==> src/design/swc_pkg.sv <==
package swc_pkg;

   // Register addresses on the serial register port.
   localparam logic [6:0] ADDR_CTRL      = 7'h20;
   localparam logic [6:0] ADDR_QUANTA    = 7'h21;
   localparam logic [6:0] ADDR_SAMPLE    = 7'h22;
   localparam logic [6:0] ADDR_ID_HIGH   = 7'h23;
   localparam logic [6:0] ADDR_ID_UMID   = 7'h24;
   localparam logic [6:0] ADDR_ID_LMID   = 7'h25;
   localparam logic [6:0] ADDR_ID_LOW    = 7'h26;
   localparam logic [6:0] ADDR_MASK_HIGH = 7'h27;
   localparam logic [6:0] ADDR_DLC       = 7'h2B;
   localparam logic [6:0] ADDR_OPTION    = 7'h3A;
   localparam logic [6:0] ADDR_STATUS    = 7'h3B;

   // Values after power-on reset.
   localparam logic [7:0] RST_CTRL   = 8'h00;
   localparam logic [7:0] RST_QUANTA = 8'hA0;
   localparam logic [7:0] RST_SAMPLE = 8'h33;
   localparam logic [7:0] RST_ZERO   = 8'h00;

   // Field positions and writable bits.
   localparam int         CTRL_CAL_BIT   = 7;
   localparam int         CTRL_TRIM_HI   = 6;
   localparam int         CTRL_TRIM_LO   = 5;
   localparam int         CTRL_ALLOW_BIT = 4;
   localparam int         CTRL_VALID_BIT = 0;
   localparam logic [1:0] TRIM_UNLOCK    = 2'h3;
   localparam logic [7:0] CTRL_RMASK     = 8'hF1;
   localparam logic [7:0] SAMPLE_WMASK   = 8'h3F;
   localparam logic [7:0] ID_LOW_WMASK   = 8'h7F;
   localparam logic [7:0] DLC_WMASK      = 8'h0F;
   localparam int         ID_LOW_IDENT_LSB = 2;
   localparam int         ID_LOW_RTR_BIT = 1;
   localparam int         ID_LOW_IDE_BIT = 0;

   // Identifier compare masks.
   localparam logic [20:0] LOW_MASK_FILL = 21'h1FFFFF;
   localparam logic [28:0] STD_ID_CMP    = 29'h1FFC0000;

   // Serial frame layout.
   localparam int         SPI_FRAME_BITS = 16;
   localparam logic [4:0] SPI_ADDR_DONE  = 5'h08;
   localparam logic [4:0] SPI_FRAME_DONE = 5'h10;

   typedef struct packed {
      logic [28:0] ident;
      logic        ext;
      logic        remote;
      logic [3:0]  dlc;
   } swc_frame_t;

   typedef struct packed {
      logic       wr;
      logic [6:0] addr;
      logic [7:0] data;
   } swc_access_t;

endpackage

==> src/design/swc_spi_port.sv <==
`timescale 1ns/1ps
module swc_spi_port #(
   parameter int FRAME_BITS = 16
) (
   input  wire logic                clk,
   input  wire logic                arst_n,
   input  wire logic                sck_pin,
   input  wire logic                csn_pin,
   input  wire logic                mosi_pin,
   input  wire logic [7:0]          rdata,
   output      logic [6:0]          cur_addr,
   output      swc_pkg::swc_access_t access,
   output      logic                access_valid,
   output      logic                miso,
   output      logic                miso_oe_n
);
   import swc_pkg::*;

   if (FRAME_BITS != SPI_FRAME_BITS) begin : g_check
      $error("swc_spi_port serves 16-bit frames only");
   end

   logic [2:0] s1_reg;
   logic [2:0] s2_reg;
   logic [2:0] s3_reg;
   logic [2:0] filt_reg;
   logic [2:0] last_reg;
   logic [15:0] sh_reg;
   logic [4:0]  cnt_reg;
   logic [7:0]  tx_reg;

   // Pins pass three flops; a level counts once the second and third agree.
   for (genvar i = 0; i < 3; i++) begin : g_sync
      always_ff @(posedge clk or negedge arst_n) begin
         if (!arst_n) begin
            // All three flops start at the pin's idle level, so no false select follows reset.
            s1_reg[i]   <= (i == 1);
            s2_reg[i]   <= (i == 1);
            s3_reg[i]   <= (i == 1);
            filt_reg[i] <= (i == 1);
            last_reg[i] <= (i == 1);
         end else begin
            s1_reg[i]   <= (i == 0) ? mosi_pin : ((i == 1) ? csn_pin : sck_pin);
            s2_reg[i]   <= s1_reg[i];
            s3_reg[i]   <= s2_reg[i];
            last_reg[i] <= filt_reg[i];
            if (s2_reg[i] == s3_reg[i]) begin
               filt_reg[i] <= s3_reg[i];
            end
         end
      end
   end

   logic sck_rise;
   logic sck_fall;
   logic cs_rise;
   logic cs_act;
   assign sck_rise = filt_reg[2] & ~last_reg[2];
   assign sck_fall = ~filt_reg[2] & last_reg[2];
   assign cs_rise  = filt_reg[1] & ~last_reg[1];
   assign cs_act   = ~filt_reg[1];
   assign cur_addr = sh_reg[6:0];

   always_ff @(posedge clk or negedge arst_n) begin
      if (!arst_n) begin
         sh_reg  <= 16'h0000;
         cnt_reg <= 5'h00;
      end else if (!cs_act) begin
         cnt_reg <= 5'h00;
      end else if (sck_rise && cnt_reg != SPI_FRAME_DONE) begin
         sh_reg  <= {sh_reg[14:0], filt_reg[0]};
         cnt_reg <= cnt_reg + 5'h01;
      end
   end

   // Read data is loaded on the falling edge after the address byte.
   always_ff @(posedge clk or negedge arst_n) begin
      if (!arst_n) begin
         tx_reg    <= 8'h00;
         miso      <= 1'b0;
         miso_oe_n <= 1'b1;
      end else begin
         miso_oe_n <= ~cs_act;
         if (!cs_act) begin
            miso <= 1'b0;
         end else if (sck_fall && cnt_reg == SPI_ADDR_DONE) begin
            miso   <= rdata[7];
            tx_reg <= {rdata[6:0], 1'b0};
         end else if (sck_fall && cnt_reg > SPI_ADDR_DONE) begin
            miso   <= tx_reg[7];
            tx_reg <= {tx_reg[6:0], 1'b0};
         end
      end
   end

   always_ff @(posedge clk or negedge arst_n) begin
      if (!arst_n) begin
         access       <= '0;
         access_valid <= 1'b0;
      end else begin
         access_valid <= cs_rise && cnt_reg == SPI_FRAME_DONE && sh_reg[15];
         if (cs_rise && cnt_reg == SPI_FRAME_DONE) begin
            access <= {sh_reg[15], sh_reg[14:8], sh_reg[7:0]};
         end
      end
   end

endmodule // swc_spi_port

==> src/design/swc_top.sv <==
`timescale 1ns/1ps
module swc_top (
   input  wire logic                clk,
   input  wire logic                arst_n,
   input  wire logic                spi_sck,
   input  wire logic                spi_csn_n,
   input  wire logic                spi_mosi,
   output      logic                spi_miso,
   output      logic                spi_miso_oe_n,
   input  wire logic                bus_transmit_input_pin,
   input  wire logic                normal_mode,
   input  wire logic                stop_mode,
   input  wire logic                wake_event,
   input  wire logic                bus_timeout_event,
   input  wire swc_pkg::swc_frame_t frame_in,
   input  wire logic                frame_in_valid,
   output      logic                bus_timeout_irq,
   output      logic                selective_wake_enable,
   output      logic                oscillator_calibration_on,
   output      logic                osc_trim_edge,
   output      logic                alt_receiver_enable,
   output      logic [7:0]          quanta_per_bit,
   output      logic [5:0]          sampling_fraction,
   output      logic                wake_frame_hit
);
   import swc_pkg::*;

   logic        cal_reg;
   logic [1:0]  trim_reg;
   logic        allow_reg;
   logic        valid_reg;
   logic [7:0]  id_high_reg;
   logic [7:0]  id_umid_reg;
   logic [7:0]  id_lmid_reg;
   logic [6:0]  id_low_reg;
   logic [7:0]  mask_high_reg;
   logic [3:0]  dlc_reg;
   logic        flag_reg;
   logic [7:0]  rdata;
   logic [6:0]  cur_addr;
   swc_access_t acc;
   logic        acc_wr;

   swc_spi_port #(
      .FRAME_BITS (SPI_FRAME_BITS)
   ) u_port (
      .clk          (clk),
      .arst_n       (arst_n),
      .sck_pin      (spi_sck),
      .csn_pin      (spi_csn_n),
      .mosi_pin     (spi_mosi),
      .rdata        (rdata),
      .cur_addr     (cur_addr),
      .access       (acc),
      .access_valid (acc_wr),
      .miso         (spi_miso),
      .miso_oe_n    (spi_miso_oe_n)
   );

   logic wr_ctrl;
   logic wr_data;
   logic trim_open;
   assign wr_ctrl   = acc_wr && acc.addr == ADDR_CTRL;
   assign wr_data   = acc_wr && ((acc.addr >= ADDR_QUANTA && acc.addr <= ADDR_MASK_HIGH)
                                 || acc.addr == ADDR_DLC || acc.addr == ADDR_OPTION);
   assign trim_open = trim_reg == TRIM_UNLOCK;

   // Read mux; reserved bits come back as zero.
   always_comb begin
      case (cur_addr)
         ADDR_CTRL: begin
            rdata = {cal_reg, trim_reg, allow_reg, 3'h0, valid_reg};
         end
         ADDR_QUANTA:    rdata = quanta_per_bit;
         ADDR_SAMPLE:    rdata = {2'h0, sampling_fraction};
         ADDR_ID_HIGH:   rdata = id_high_reg;
         ADDR_ID_UMID:   rdata = id_umid_reg;
         ADDR_ID_LMID:   rdata = id_lmid_reg;
         ADDR_ID_LOW:    rdata = {1'b0, id_low_reg};
         ADDR_MASK_HIGH: rdata = mask_high_reg;
         ADDR_DLC:       rdata = {4'h0, dlc_reg};
         ADDR_OPTION:    rdata = {7'h00, alt_receiver_enable};
         ADDR_STATUS:    rdata = {7'h00, flag_reg};
         default:        rdata = RST_ZERO;
      endcase
   end

   // Control register fields other than the valid bit.
   always_ff @(posedge clk or negedge arst_n) begin
      if (!arst_n) begin
         cal_reg   <= RST_CTRL[CTRL_CAL_BIT];
         trim_reg  <= RST_CTRL[CTRL_TRIM_HI:CTRL_TRIM_LO];
         allow_reg <= RST_CTRL[CTRL_ALLOW_BIT];
      end else if (wr_ctrl) begin
         cal_reg   <= acc.data[CTRL_CAL_BIT];
         trim_reg  <= acc.data[CTRL_TRIM_HI:CTRL_TRIM_LO];
         allow_reg <= acc.data[CTRL_ALLOW_BIT];
      end
   end

   // Configuration data registers.
   always_ff @(posedge clk or negedge arst_n) begin
      if (!arst_n) begin
         quanta_per_bit    <= RST_QUANTA;
         sampling_fraction <= RST_SAMPLE[5:0];
         id_high_reg       <= RST_ZERO;
         id_umid_reg       <= RST_ZERO;
         id_lmid_reg       <= RST_ZERO;
         id_low_reg        <= RST_ZERO[6:0];
         mask_high_reg     <= RST_ZERO;
         dlc_reg           <= RST_ZERO[3:0];
      end else if (acc_wr) begin
         case (acc.addr)
            ADDR_QUANTA:    quanta_per_bit <= acc.data;
            ADDR_SAMPLE:    sampling_fraction <= acc.data[5:0] & SAMPLE_WMASK[5:0];
            ADDR_ID_HIGH:   id_high_reg <= acc.data;
            ADDR_ID_UMID:   id_umid_reg <= acc.data;
            ADDR_ID_LMID:   id_lmid_reg <= acc.data;
            ADDR_ID_LOW:    id_low_reg <= acc.data[6:0] & ID_LOW_WMASK[6:0];
            ADDR_MASK_HIGH: mask_high_reg <= acc.data;
            ADDR_DLC:       dlc_reg <= acc.data[3:0] & DLC_WMASK[3:0];
            default: begin
            end
         endcase
      end
   end

   // The option register only takes writes while the trim field is unlocked.
   always_ff @(posedge clk or negedge arst_n) begin
      if (!arst_n) begin
         alt_receiver_enable <= 1'b0;
      end else if (acc_wr && acc.addr == ADDR_OPTION && trim_open) begin
         alt_receiver_enable <= acc.data[0];
      end
   end

   // Wake frame comparison.
   logic [28:0] cfg_ident;
   logic [28:0] cmp_mask;
   logic        hit_now;
   assign cfg_ident = {id_high_reg, id_umid_reg, id_lmid_reg,
                       id_low_reg[6:ID_LOW_IDENT_LSB]};
   assign cmp_mask  = {mask_high_reg, LOW_MASK_FILL}
                      & (id_low_reg[ID_LOW_IDE_BIT] ? '1 : STD_ID_CMP);
   assign hit_now   = frame_in_valid && valid_reg
                      && (((frame_in.ident ^ cfg_ident) & cmp_mask) == 29'h0)
                      && frame_in.ext == id_low_reg[ID_LOW_IDE_BIT]
                      && frame_in.remote == id_low_reg[ID_LOW_RTR_BIT]
                      && frame_in.dlc == dlc_reg;

   always_ff @(posedge clk or negedge arst_n) begin
      if (!arst_n) begin
         wake_frame_hit <= 1'b0;
      end else begin
         wake_frame_hit <= hit_now;
      end
   end

   // Valid bit: set by the host, cleared by hardware on wake or setup change.
   always_ff @(posedge clk or negedge arst_n) begin
      if (!arst_n) begin
         valid_reg <= RST_CTRL[CTRL_VALID_BIT];
      end else if (hit_now || wake_event) begin
         valid_reg <= 1'b0;
      end else if (wr_data) begin
         valid_reg <= 1'b0;
      end else if (wr_ctrl) begin
         valid_reg <= acc.data[CTRL_VALID_BIT] & ~stop_mode;
      end
   end

   always_ff @(posedge clk or negedge arst_n) begin
      if (!arst_n) begin
         selective_wake_enable <= 1'b0;
      end else begin
         selective_wake_enable <= valid_reg;
      end
   end

   // Timeout flag is sticky; a new event beats a clear in the same cycle.
   always_ff @(posedge clk or negedge arst_n) begin
      if (!arst_n) begin
         flag_reg <= 1'b0;
      end else if (bus_timeout_event && valid_reg) begin
         flag_reg <= 1'b1;
      end else if (acc_wr && acc.addr == ADDR_STATUS && acc.data[0]) begin
         flag_reg <= 1'b0;
      end
   end

   always_ff @(posedge clk or negedge arst_n) begin
      if (!arst_n) begin
         bus_timeout_irq <= 1'b0;
      end else begin
         bus_timeout_irq <= flag_reg && allow_reg && valid_reg
                            && (normal_mode || stop_mode);
      end
   end

   // Trim edges from the transmit-data pin while calibration is active.
   logic txd_s1_reg;
   logic txd_s2_reg;
   logic txd_s3_reg;
   logic txd_filt_reg;
   logic cal_active;
   assign cal_active = cal_reg && trim_open;

   always_ff @(posedge clk or negedge arst_n) begin
      if (!arst_n) begin
         txd_s1_reg   <= 1'b1;
         txd_s2_reg   <= 1'b1;
         txd_s3_reg   <= 1'b1;
         txd_filt_reg <= 1'b1;
      end else begin
         txd_s1_reg <= bus_transmit_input_pin;
         txd_s2_reg <= txd_s1_reg;
         txd_s3_reg <= txd_s2_reg;
         if (txd_s2_reg == txd_s3_reg) begin
            txd_filt_reg <= txd_s3_reg;
         end
      end
   end

   always_ff @(posedge clk or negedge arst_n) begin
      if (!arst_n) begin
         oscillator_calibration_on <= 1'b0;
         osc_trim_edge             <= 1'b0;
      end else begin
         oscillator_calibration_on <= cal_active;
         osc_trim_edge <= cal_active && txd_s2_reg == txd_s3_reg
                          && txd_s3_reg != txd_filt_reg;
      end
   end
endmodule // swc_top

==> config.mk <==
export PLATFORM = sky130hd
export DESIGN_NAME = swc_top
export DESIGN_NICKNAME = d
export VERILOG_FILES = /design/src/design/swc_pkg.sv /design/src/design/swc_spi_port.sv /design/src/design/swc_top.sv
export SDC_FILE = /design/constraint.sdc
export NUM_CORES = 1
export LEC_CHECK = 0
export ABC_AREA = 1
export BUFFER_PORTS_ARGS = -buffer_cell sky130_fd_sc_hd__buf_2
export CORE_MARGIN = 3
export CORE_UTILIZATION = 40
export DETAILED_ROUTE_END_ITERATION = 12
export GPL_ROUTABILITY_DRIVEN = 1
export SYNTH_ARGS = -nofsm -noshare
export SYNTH_HDL_FRONTEND = slang
export SYNTH_SLANG_ARGS = --single-unit
==> constraint.sdc <==
create_clock -name clk -period 1.7 [get_ports clk]
set_input_delay 0.085 -clock clk [delete_from_list [all_inputs] [get_ports clk]]
set_output_delay 0.085 -clock clk [all_outputs]
set_load 0.03 [all_outputs]
Word-level counts from Yosys, hierarchy flattened
Cells that the tools add are included.

storage, ports and cells
  output and inout port bits = 22
  bits of input ports = 46
  logic and storage cells = 152
  register bits after elaboration = 133

operators by class
  eq/ne operators = 34
  $lt $le $gt $ge = 3
  multiplexer cells = 14
  add/subtract/negate cells = 1
  reductions and logical operators = 44
  bitwise operators = 12

operators with widths
  cell                                                                                 count
  7-bit by 6-bit equality test with 1-bit output, second input constant                22
  8-bit case mux with 11 select lines                                                  1
  29-bit AND                                                                           2
  29-bit logical NOT                                                                   1
  29-bit XOR                                                                           1
  1-bit logical AND                                                                    24
  2-bit AND reduction                                                                  10
  18-bit 2-to-1 mux                                                                    1
  8-bit 2-to-1 mux                                                                     2
  5-bit 2-to-1 mux                                                                     2
  1-bit 2-to-1 mux                                                                     8
  7-bit by 6-bit greater-or-equal comparator with 1-bit output, second input constant  1
  7-bit by 6-bit less-or-equal comparator with 1-bit output, second input constant     1
  1-bit equality test                                                                  6
  2-bit nonzero test                                                                   3
  3-bit nonzero test                                                                   2
  5-bit by 1-bit adder with 5-bit output, second input constant                        1
  5-bit by 4-bit equality test with 1-bit output, second input constant                1
  5-bit equality test, second input constant                                           1
  5-bit by 4-bit greater-than comparator with 1-bit output, second input constant      1
  5-bit != test, second input constant                                                 1
  1-bit inverter                                                                       5
  1-bit AND                                                                            4
  4-bit equality test                                                                  1
  other kinds (3)                                                                      6

Longest topological paths before layout
Gate-level depths: netlist (run 1).

  word-level depth = 10
  gate-level depth with buffers = 10
  mapped depth without buffers = 9

Hierarchy
A second synthesis (run 1) with hierarchy kept.

second synthesis, totals
  cell total of the unflattened synthesis = 847
  area, all modules = 6,672.6 um^2

by module, submodules not included
  module        times used  area each (um^2)  cells an instance  sequential area each (um^2)
  swc_top       1           3,977.6           562                1,839.3
  swc_spi_port  1           2,695.1           285                1,507.7

Least setup slack after synthesis (run 1)
No wires, ideal clock.

  path type = reg2reg
  from = reg u_port.cnt_reg[0]
  to = reg u_port.sh_reg[11]
  stages on the path, launching flop included = 8
  library setup time = 130 ps
  period minus slack after synthesis = 1,422 ps
  data required time = 1,570 ps
  path buffers = 1
  slack = 278 ps
  arrival time = 1,292 ps
  cells stage by stage = dfrtp_1 -> inv_1 -> ha_1 -> nand4_2 -> nand2_2 -> nor2_4 -> clkbuf_1 -> o21ai_0

on the way
  longest elaborated chain between the ends = 3

ends and longest elaborated chain
  element                        line                source
  start, declared                swc_spi_port.sv:29  logic [4:0] cnt_reg;
  start signal, assigned         swc_spi_port.sv:72  cnt_reg <= cnt_reg + 5'h01;
  5-bit != test                  swc_spi_port.sv:70  end else if (sck_rise && cnt_reg != SPI_FRAME_DONE) begin
  1-bit logical AND              swc_spi_port.sv:70
  2-bit AND reduction (no line)  --
  end signal, assigned           swc_spi_port.sv:71  sh_reg <= {sh_reg[14:0], filt_reg[0]};
  end, declared                  swc_spi_port.sv:28  logic [15:0] sh_reg;

Every way passes these cells.
A chain may end at the register's enable or synchronous reset.

Worst setup path in the final report (run 1)
  from = reg u_port.sh_reg[0]
  to = reg u_port.tx_reg[4]

on the way
  longest elaborated chain between the ends = 3
  elaborated cells between the ends (all ways) = 13
  classes of those cells = eq/ne: 11; mux: 2

ends and longest elaborated chain
  element                                         line                source
  7-bit by 6-bit equality test with 1-bit output  swc_top.sv:70       case (cur_addr)
  8-bit case mux with 11 select lines *           swc_top.sv:70
  8-bit 2-to-1 mux *                              swc_spi_port.sv:86  end else if (sck_fall && cnt_reg == SPI_ADDR_DONE) begin
  end signal, assigned                            swc_spi_port.sv:88  tx_reg <= {rdata[6:0], 1'b0};
  end signal, assigned                            swc_spi_port.sv:91  tx_reg <= {tx_reg[6:0], 1'b0};
  end, declared                                   swc_spi_port.sv:30  logic [7:0] tx_reg;

Every way passes the cells marked *; elsewhere a longest branch is shown, timed or not.

==> results.sh, run 1 <==
export IMPL_hold_viol=0
export IMPL_cpMostUsedCell="nand2_1"
export IMPL_io_buffers=67
export IMPL_drv_cap=0
export IMPL_yosysUniqueCellTypes=42
export IMPL_first_pass_iters=5
export IMPL_async_flop_share_pct=100
export IMPL_grt_start_max_net_pins=48
export IMPL_cts_tree="yes"
export IMPL_layout_commonest_cell="nand2_1"
export IMPL_wl_um=17100
export IMPL_total_leakage_power_nw=3.62
export IMPL_final_period_utilization_pct=93.0
export IMPL_cp_slowest_stage_delay_ns=0.45
export IMPL_finalClockSkew_ns=0.0106
export IMPL_die_height_um=132
export IMPL_syn_area_um2=6380
export IMPL_h_tree_depth=4
export IMPL_clock_path_buffers=2
export IMPL_crit_path_max_fanout=5
export IMPL_ys_seq_area_share_pct=52.0
export IMPL_setup_viol=0
export IMPL_yosys_register_bits=132
export IMPL_final_util_pct=50.4
export IMPL_yosys_warnings=0
export IMPL_seqCellArea_um2=3320
export IMPL_rows=45
export IMPL_cp_num_cells=9
export IMPL_clk_pin_slew_ns=0.06
export IMPL_finalCriticalPeriod_ns=1.58
export IMPL_fp_coreArea_um2=15400
export IMPL_cts_buffers=17
export IMPL_nets=903
export IMPL_place_hpwl_um=12400
export IMPL_gp_routability_congestion=0.950
export IMPL_first_iter_violations=384
export IMPL_clk_latency_ns=0.42
export IMPL_first_global_vias=5153
export IMPL_synth_area_per_cell_um2=8.35
export IMPL_drv_slew=0
export IMPL_ff2ff_path_depth=9
export IMPL_worstMarginPinSlew_ns=0.516
export IMPL_diodes=0
export IMPL_syn_to_final_growth_pct=21.8
export IMPL_drive_above_1_share_pct=21.8
export IMPL_cpLargestDelayFamily="simple AND/OR/NAND/NOR gates"
export IMPL_largest_register_ffs=16
export IMPL_cp_num_buf_inv=1
export IMPL_grt_pass1_wl_um=27800
export IMPL_crit_arrival_ns=1.94
export IMPL_nFillCells=1538
export IMPL_synth_edf_count=0
export IMPL_outcome="complete, no violations"
export IMPL_final_area_um2=7770
export IMPL_cts_sinks=132
export IMPL_wl_per_cell_um=15.8
export IMPL_synth_nets=812
export IMPL_cts_root_buf="clkbuf_16"
export IMPL_max_freq_mhz=632
export IMPL_critPathLaunchType="flip-flop"
export IMPL_ys_flop_type="dfrtp_1"
export IMPL_synth_cells=764
export IMPL_grt_overflow=0
export IMPL_die_area_um2=17500
export IMPL_postPlaceCellArea_um2=7060
export IMPL_critical_path_cell_chain="inv_1 -> nand2_2 -> nor2_2 -> nand2_1 -> nor2_1 -> nor2_1 -> nand2_1 -> nand2_1 -> a21oi_2"
export IMPL_max_vdd_ir_drop_mv=0.728
export IMPL_slowest_stage="dfrtp_1"
export IMPL_cp_required_ns=2.06
export IMPL_relSlewSlack_pct=65.6
export IMPL_avgViaCountPerCell=4.94
export IMPL_dieWidth_um=132
export IMPL_power_density_nw_per_um2=1060
export IMPL_drc=0
export IMPL_io_pins=68
export IMPL_worstSetupEndpointType="flip-flop"
export IMPL_worstSetupPathType="flip-flop to flip-flop"
export IMPL_vias=5328
export IMPL_antenna_left=0
export IMPL_antenna_found_initial=0
export IMPL_rsz0062_at_grt="yes"
export IMPL_initial_utilization_pct=41.4
export IMPL_multiInputGateArea_um2=2650
export IMPL_min_path_type="input port to async pin"
export IMPL_grtUsageTotal_pct=20.5
export IMPL_final_cell_mix="nand2_1 (189), dfrtp_1 (117), o21ai_0 (76)"
-- cell type report --
cell class,count,share of cell area (%)
repair buffers,91,7.97
clock inverters,9,1.61
clock buffers,23,6.28
multi-input cells,532,34.1
inverters,81,3.91
well taps,211,3.40
flip-flops and latches,132,42.7
-- worst paths after layout --
check | start | endpoint | slack, ns
worst max register to register | u_port.sh_reg[0] | u_port.tx_reg[4] | 0.12
min in group clk | frame_in[5] | valid_reg | 0.18
worst max-delay path | u_port.sh_reg[0] | u_port.tx_reg[4] | 0.12
max in group asynchronous | arst_n | sampling_fraction[5] | 0.89
worst min-delay path | arst_n | u_port.s1_reg[2] | 0.17
worst min register to register | u_port.s1_reg[2] | u_port.s2_reg[2] | 0.35
-- timing repair --
action	in CTS	in global routing
resized for setup	0	4
hold buffers	9	0
buffers inserted	0	0
hold endpoints to repair	121	0
setup endpoints to repair	0	8
-- worst register-to-register path: stages, from the launching register on --
cell and delay (ns):
dfrtp_1 0.45, inv_1 0.18, nand2_2 0.10, nor2_2 0.17, nand2_1 0.12, nor2_1 0.19
nor2_1 0.07, nand2_1 0.08, nand2_1 0.06, a21oi_2 0.10
-- per-stage QoR --
stage | worst slack, ns | hold WS [ns] | instances | total power, mW | TNS (ns)
2_1_floorplan | 0.278 | -0.211 | 764 | 4.21 | 0
3_3_place_gp | 0.146 | 0.0506 | 1038 | 4.49 | 0
3_5_place_dp | 0.136 | 0.0492 | 1038 | 4.50 | 0
4_1_cts | 0.137 | 0.162 | 1079 | 8.32 | 0
5_1_grt | -0.0265 | 0.182 | 1079 | 8.63 | -0.0731
6_report | 0.118 | 0.167 | 1079 | 8.27 | 0
-- routing by layer --
| metal | up-vias | wire, µm | part of all wire [%] | GRT usage, % |
|---|---|---|---|---|
| li1 | 2682 | - | - | - |
| met1 | 2508 | 7720 | 45 | 26.8 |
| met2 | 121 | 8420 | 49 | 34.2 |
| met3 | 17 | 741 | 4.3 | 4.73 |
| met4 | 0 | 218 | 1.3 | 5.83 |
| met5 | - | 0 | 0 | 0 |
-- kinds of logic after synthesis --
kind of cell | synth area share (%)
buf+inv | 6.61
fa+ha+maj | 0.863
compound gates | 12.0
flops | 52.0
simple gates | 27.2
xor+xnor | 1.23
-- power by group --
part           internal [mW]  switching (mW)
logic                  0.338           0.718
clock network           2.45            1.33
registers               3.28           0.151
total                   6.07            2.20
-- Yosys cell counts (all sizes together), types with 5 or more instances --
master / count / area, µm²
nand2: 202 / 798
dfrtp: 117 / 2930
o21ai: 115 / 587
inv: 80 / 300
nand3: 74 / 395
nor2: 69 / 352
a21oi: 20 / 119
buf: 15 / 103
dfstp: 15 / 394
or2: 11 / 68.8
nand4: 7 / 50.1
nor3: 6 / 35.0
xor2: 5 / 43.8
Note: power is estimated with default switching activity, not from simulation.
==> run 2: changes to the inputs <==
--- a/config.mk
+++ b/config.mk
@@ -9,8 +9,10 @@
 export BUFFER_PORTS_ARGS = -buffer_cell sky130_fd_sc_hd__buf_2
 export CORE_MARGIN = 3
 export CORE_UTILIZATION = 40
+export CTS_CLUSTER_SIZE = 8
 export DETAILED_ROUTE_END_ITERATION = 12
 export GPL_ROUTABILITY_DRIVEN = 1
+export MAX_ROUTING_LAYER = met4
 export SYNTH_ARGS = -nofsm -noshare
 export SYNTH_HDL_FRONTEND = slang
 export SYNTH_SLANG_ARGS = --single-unit
==> results.sh, run 2 (synthesis gave the netlist of run 1 again) <==
export IMPL_cpMostUsedCell="nand2_1"
export IMPL_first_pass_iters=5
export IMPL_wl_per_cell_um=15.7
export IMPL_outcome="complete, no violations"
export IMPL_finalCriticalPeriod_ns=1.60
export IMPL_setup_tns_ns=0
export IMPL_cp_required_ns=2.05
export IMPL_cts_tree="yes"
export IMPL_gp_routability_congestion=0.951
export IMPL_io_buffers=67
export IMPL_relSlewSlack_pct=65.9
export IMPL_slowest_stage="dfrtp_1"
export IMPL_io_pins=68
export IMPL_clk_pin_slew_ns=0.06
export IMPL_clk_latency_ns=0.42
export IMPL_power_density_nw_per_um2=1050
export IMPL_cts_sinks=132
export IMPL_total_leakage_power_nw=3.61
export IMPL_place_hpwl_um=12500
export IMPL_max_freq_mhz=625
export IMPL_clock_path_buffers=2
export IMPL_max_vdd_ir_drop_mv=0.699
export IMPL_first_iter_violations=424
export IMPL_multiInputGateArea_um2=2670
export IMPL_cts_buffers=17
export IMPL_layout_commonest_cell="nand2_1"
export IMPL_cts_root_buf="clkbuf_16"
export IMPL_h_tree_depth=4
export IMPL_critPathLaunchType="flip-flop"
export IMPL_grt_overflow=0
export IMPL_antenna_left=0
export IMPL_first_global_vias=5178
export IMPL_final_util_pct=50.5
export IMPL_initial_utilization_pct=41.4
export IMPL_final_cell_mix="nand2_1 (189), dfrtp_1 (117), o21ai_0 (75)"
export IMPL_worstMarginPinSlew_ns=0.510
export IMPL_finalClockSkew_ns=0.00696
export IMPL_die_height_um=132
export IMPL_drv_slew=0
export IMPL_diodes=0
export IMPL_crit_path_max_fanout=6
export IMPL_grt_pass1_wl_um=27600
export IMPL_grt_start_max_net_pins=41
export IMPL_vias=5322
export IMPL_crit_arrival_ns=1.95
export IMPL_drive_above_1_share_pct=21.7
export IMPL_rows=45
export IMPL_dp_cells=1039
export IMPL_wl_um=17000
export IMPL_die_area_um2=17500
export IMPL_critical_path_cell_chain="inv_1 -> nand2_2 -> nor2_2 -> nand3_1 -> o21ai_1 -> nor2_1 -> nand2_1 -> nand2_1 -> a21oi_2"
export IMPL_fin_cells=1080
export IMPL_final_period_utilization_pct=94.0
export IMPL_setup_viol=0
export IMPL_seqCellArea_um2=3320
export IMPL_largest_register_ffs=16
export IMPL_worstSetupEndpointType="flip-flop"
export IMPL_grtUsageTotal_pct=21.1
export IMPL_avgViaCountPerCell=4.93
export IMPL_hold_viol=0
export IMPL_min_path_type="input port to async pin"
export IMPL_syn_to_final_growth_pct=22.1
export IMPL_nFillCells=1495
export IMPL_drv_cap=0
export IMPL_rsz0062_at_grt="no"
export IMPL_nets=904
export IMPL_worstSetupPathType="flip-flop to flip-flop"
export IMPL_cp_slowest_stage_delay_ns=0.44
export IMPL_dieWidth_um=132
export IMPL_fp_coreArea_um2=15400
export IMPL_drc=0
export IMPL_antenna_found_initial=0
## run 2: cell type report
class                           instances  share of cell area (%)
Clock buffer                           23                    6.13
Clock inverter                          9                    1.32
Inverter                               81                    3.90
Multi-Input combinational cell        532                    34.3
Sequential cell                       132                    42.6
Tap cell                              211                    3.39
Timing Repair Buffer                   92                    8.37
## run 2: where the power goes
part	leakage, nW	switching, mW	internal, mW
logic	1.57	0.743	0.408
clock network	0.279	1.32	2.26
registers	1.76	0.145	3.28
## run 2: through the flow
stage | hold WS, ns | setup slack (ns) | power [mW] | instance area, µm²
4_1_cts | 0.125 | 0.0470 | 8.19 | 7760
5_1_grt | 0.138 | 0.00453 | 8.51 | 7790
2_1_floorplan | -0.211 | 0.278 | 4.21 | 6380
6_report | 0.137 | 0.101 | 8.16 | 7790
3_5_place_dp | 0.0113 | 0.0664 | 4.57 | 7090
3_3_place_gp | 0.0159 | 0.0927 | 4.56 | 7090
## run 2: what timing repair did
action / CTS / global route
endpoints found under the hold margin: 133 / 0
setup endpoints to repair: 0 / 9
resized for setup: 0 / 8
hold buffers: 9 / 0
setup buffers: 0 / 0
## run 2: routing by layer
metal / vias to the layer above / global-route usage, % / wire, µm / part of all wire (%)
met2: 133 / 34.4 / 8390 / 49
met5: - / - / 0 / 0
met4: 0 / 7.51 / 374 / 2.2
li1: 2673 / - / - / -
met3: 25 / 3.89 / 693 / 4.1
met1: 2491 / 26.4 / 7540 / 44
## run 2: critical path, delay by kind of cell (launching register included)
| family | cells | cell delay (ns) |
|---|---|---|
| compound gates | 2 | 0.25 |
| buf+inv | 1 | 0.17 |
| flops | 1 | 0.44 |
| simple gates | 6 | 0.66 |
## run 2: path summary, 6_finish.rpt
check / startpoint / end / slack (ns) / cells after the start
max in group asynchronous: arst_n / sampling_fraction[5] / 0.98 / 3
hold reg to reg: u_port.s1_reg[0] / u_port.s2_reg[0] / 0.35 / 0
setup reg to reg: u_port.sh_reg[0] / u_port.tx_reg[5] / 0.10 / 9
hold / removal: arst_n / u_port.s1_reg[2] / 0.14 / 2
min in group clk: frame_in[5] / valid_reg / 0.19 / 7
setup / recovery: u_port.sh_reg[0] / u_port.tx_reg[5] / 0.10 / 9
==> run 3: changes to the inputs <==
--- a/config.mk
+++ b/config.mk
@@ -12,7 +12,9 @@
 export CTS_CLUSTER_SIZE = 8
 export DETAILED_ROUTE_END_ITERATION = 12
 export GPL_ROUTABILITY_DRIVEN = 1
+export HOLD_SLACK_MARGIN = 0.12
 export MAX_ROUTING_LAYER = met4
+export RECOVER_POWER = 100
 export SYNTH_ARGS = -nofsm -noshare
 export SYNTH_HDL_FRONTEND = slang
 export SYNTH_SLANG_ARGS = --single-unit
==> constraint.sdc (replaced) <==
create_clock -name clk -period 1.55 [get_ports clk]
set_input_delay 0.0775 -clock clk [delete_from_list [all_inputs] [get_ports clk]]
set_output_delay 0.0775 -clock clk [all_outputs]
set_load 0.03 [all_outputs]
==> results.sh, run 3 (synthesis gave the netlist of run 1 again) <==
export IMPL_outcome="complete, but fails checks"
export IMPL_setup_tns_ns=-0.0766
export IMPL_max_vdd_ir_drop_mv=0.965
export IMPL_nets=937
export IMPL_clock_path_buffers=2
export IMPL_worstSetupEndpointType="flip-flop"
export IMPL_finalCriticalPeriod_ns=1.58
export IMPL_clk_latency_ns=0.43
export IMPL_clk_pin_slew_ns=0.06
export IMPL_cts_sinks=132
export IMPL_largest_register_ffs=16
export IMPL_hold_viol=0
export IMPL_fin_cells=1113
export IMPL_p_sw_mw=2.86
export IMPL_cts_buffers=17
export IMPL_crit_arrival_ns=1.94
export IMPL_violations="negative setup slack"
export IMPL_syn_to_final_growth_pct=31.3
export IMPL_diodes=0
export IMPL_max_freq_mhz=634
export IMPL_worstSetupPathType="flip-flop to flip-flop"
export IMPL_rows=45
export IMPL_first_pass_iters=7
export IMPL_h_tree_depth=4
export IMPL_vias=5632
export IMPL_first_global_vias=5249
export IMPL_worstMarginPinSlew_ns=1.14
export IMPL_layout_setup_ws_ns=-0.0269
export IMPL_drive_above_1_share_pct=28.0
export IMPL_grt_overflow=0
export IMPL_gp_routability_congestion=0.969
export IMPL_power_density_nw_per_um2=1200
export IMPL_clkPwrFrac_pct=41.9
export IMPL_cp_required_ns=1.91
export IMPL_power_frac_seq_pct=37.4
export IMPL_critPathLaunchType="flip-flop"
export IMPL_drv_slew=0
export IMPL_wl_um=18400
export IMPL_initial_utilization_pct=41.4
export IMPL_avgViaCountPerCell=5.06
export IMPL_setup_viol=5
export IMPL_dp_cells=1051
export IMPL_grt_start_max_net_pins=46
export IMPL_relSlewSlack_pct=23.8
export IMPL_p_sw_share_pct=28.4
export IMPL_crit_path_max_fanout=5
export IMPL_power_frac_comb_pct=20.7
export IMPL_antenna_found_initial=0
export IMPL_first_iter_violations=433
export IMPL_io_pins=68
export IMPL_io_buffers=67
export IMPL_finalClockSkew_ns=0.00610
export IMPL_die_height_um=132
export IMPL_final_cell_mix="nand2_1 (179), dfrtp_1 (114), o21ai_0 (75)"
export IMPL_grtUsageTotal_pct=21.4
export IMPL_cts_tree="yes"
export IMPL_drv_cap=0
export IMPL_holdWs_ns=0.148
export IMPL_cts_root_buf="clkbuf_16"
export IMPL_final_period_utilization_pct=102
export IMPL_die_area_um2=17500
export IMPL_p_int_mw=7.21
export IMPL_antenna_left=0
export IMPL_dieWidth_um=132
export IMPL_grt_pass1_wl_um=28200
export IMPL_fp_coreArea_um2=15400
export IMPL_drc=0
export IMPL_layout_commonest_cell="nand2_1"
export IMPL_wl_per_cell_um=16.5
export IMPL_min_path_type="input port to flip-flop"
export IMPL_place_hpwl_um=12800
export IMPL_rsz0062_at_grt="yes"
export IMPL_total_leakage_power_nw=3.79
==> run 3: cell types whose count changed in the layout (fill, tap and decap cells not counted), sizes merged <==
cell / change
nor2: +2
inv: +2
clkbuf: +25
clkinv: -2
bufinv: +1
clkinvlp: +1
buf: +4
==> run 3: final cells by class <==
cell class / instances / area, µm²
well taps: 211 / 264
inverters: 81 / 304
multi-input cells: 534 / 2930
clock inverters: 11 / 151
flip-flops and latches: 132 / 3330
repair buffers: 123 / 930
clock buffers: 21 / 470
fillers: 1458 / 7050
==> run 3: per-stage QoR <==
stage / power (mW) / area [µm²] / utilization (%) / setup WS [ns]
final: 10.1 / 8380 / 54.3 / -0.0269
after global routing: 10.4 / 8380 / 54.3 / -0.122
after CTS: 9.33 / 7910 / 51.3 / 0.00496
after detailed placement: 5.07 / 7190 / 46.6 / -0.0174
after global placement: 5.05 / 7190 / 46.6 / -0.000985
after floorplan: 4.62 / 6380 / - / 0.128
==> run 3: power groups by stage <==
stage	sequential, mW	combinational (mW)	clock, mW
6_report	3.76	2.08	4.22
5_1_grt	3.78	2.23	4.43
4_1_cts	3.73	1.32	4.28
3_5_place_dp	3.79	1.29	0
3_3_place_gp	3.78	1.27	0
2_1_floorplan	3.80	0.822	0
==> run 3: final timing paths <==
kind                       slack, ns              from  cells past startpoint              endpoint
max in group asynchronous       0.22            arst_n                      3  sampling_fraction[0]
min                             0.15       frame_in[5]                      7             valid_reg
min in group asynchronous       0.42            arst_n                      2      u_port.s1_reg[2]
max reg2reg                    -0.03  u_port.sh_reg[6]                     11      u_port.tx_reg[4]
max                            -0.03  u_port.sh_reg[6]                     11      u_port.tx_reg[4]
min reg2reg                     0.35  u_port.s1_reg[2]                      0      u_port.s2_reg[2]
==> run 3: per-layer routing <==
metal	vias to the layer above	global-route usage, %	wire length, µm
li1	2744	-	-
met1	2644	27.4	7920
met2	188	33.5	8750
met3	56	4.58	906
met4	0	8.14	789
met5	-	-	0
==> run 3: critical path, stage by stage (launching register included) <==
cell and delay [ns]:
dfrtp_1 0.39, inv_2 0.08, nand2_4 0.09, nor2_8 0.21
buf_6 0.14, clkbuf_16 0.15, nand3_2 0.07, nand2_1 0.10
nor2_2 0.05, nand2_1 0.06, nand2_1 0.06, a21oi_2 0.11
==> run 3: what timing repair did <==
action,4_1_cts,5_1_grt
setup buffers,0,14
pin swaps,0,23
resized for setup,2,81
hold buffers,9,0
setup endpoints to repair,3,74
hold endpoints to repair,133,0
cloned,0,7
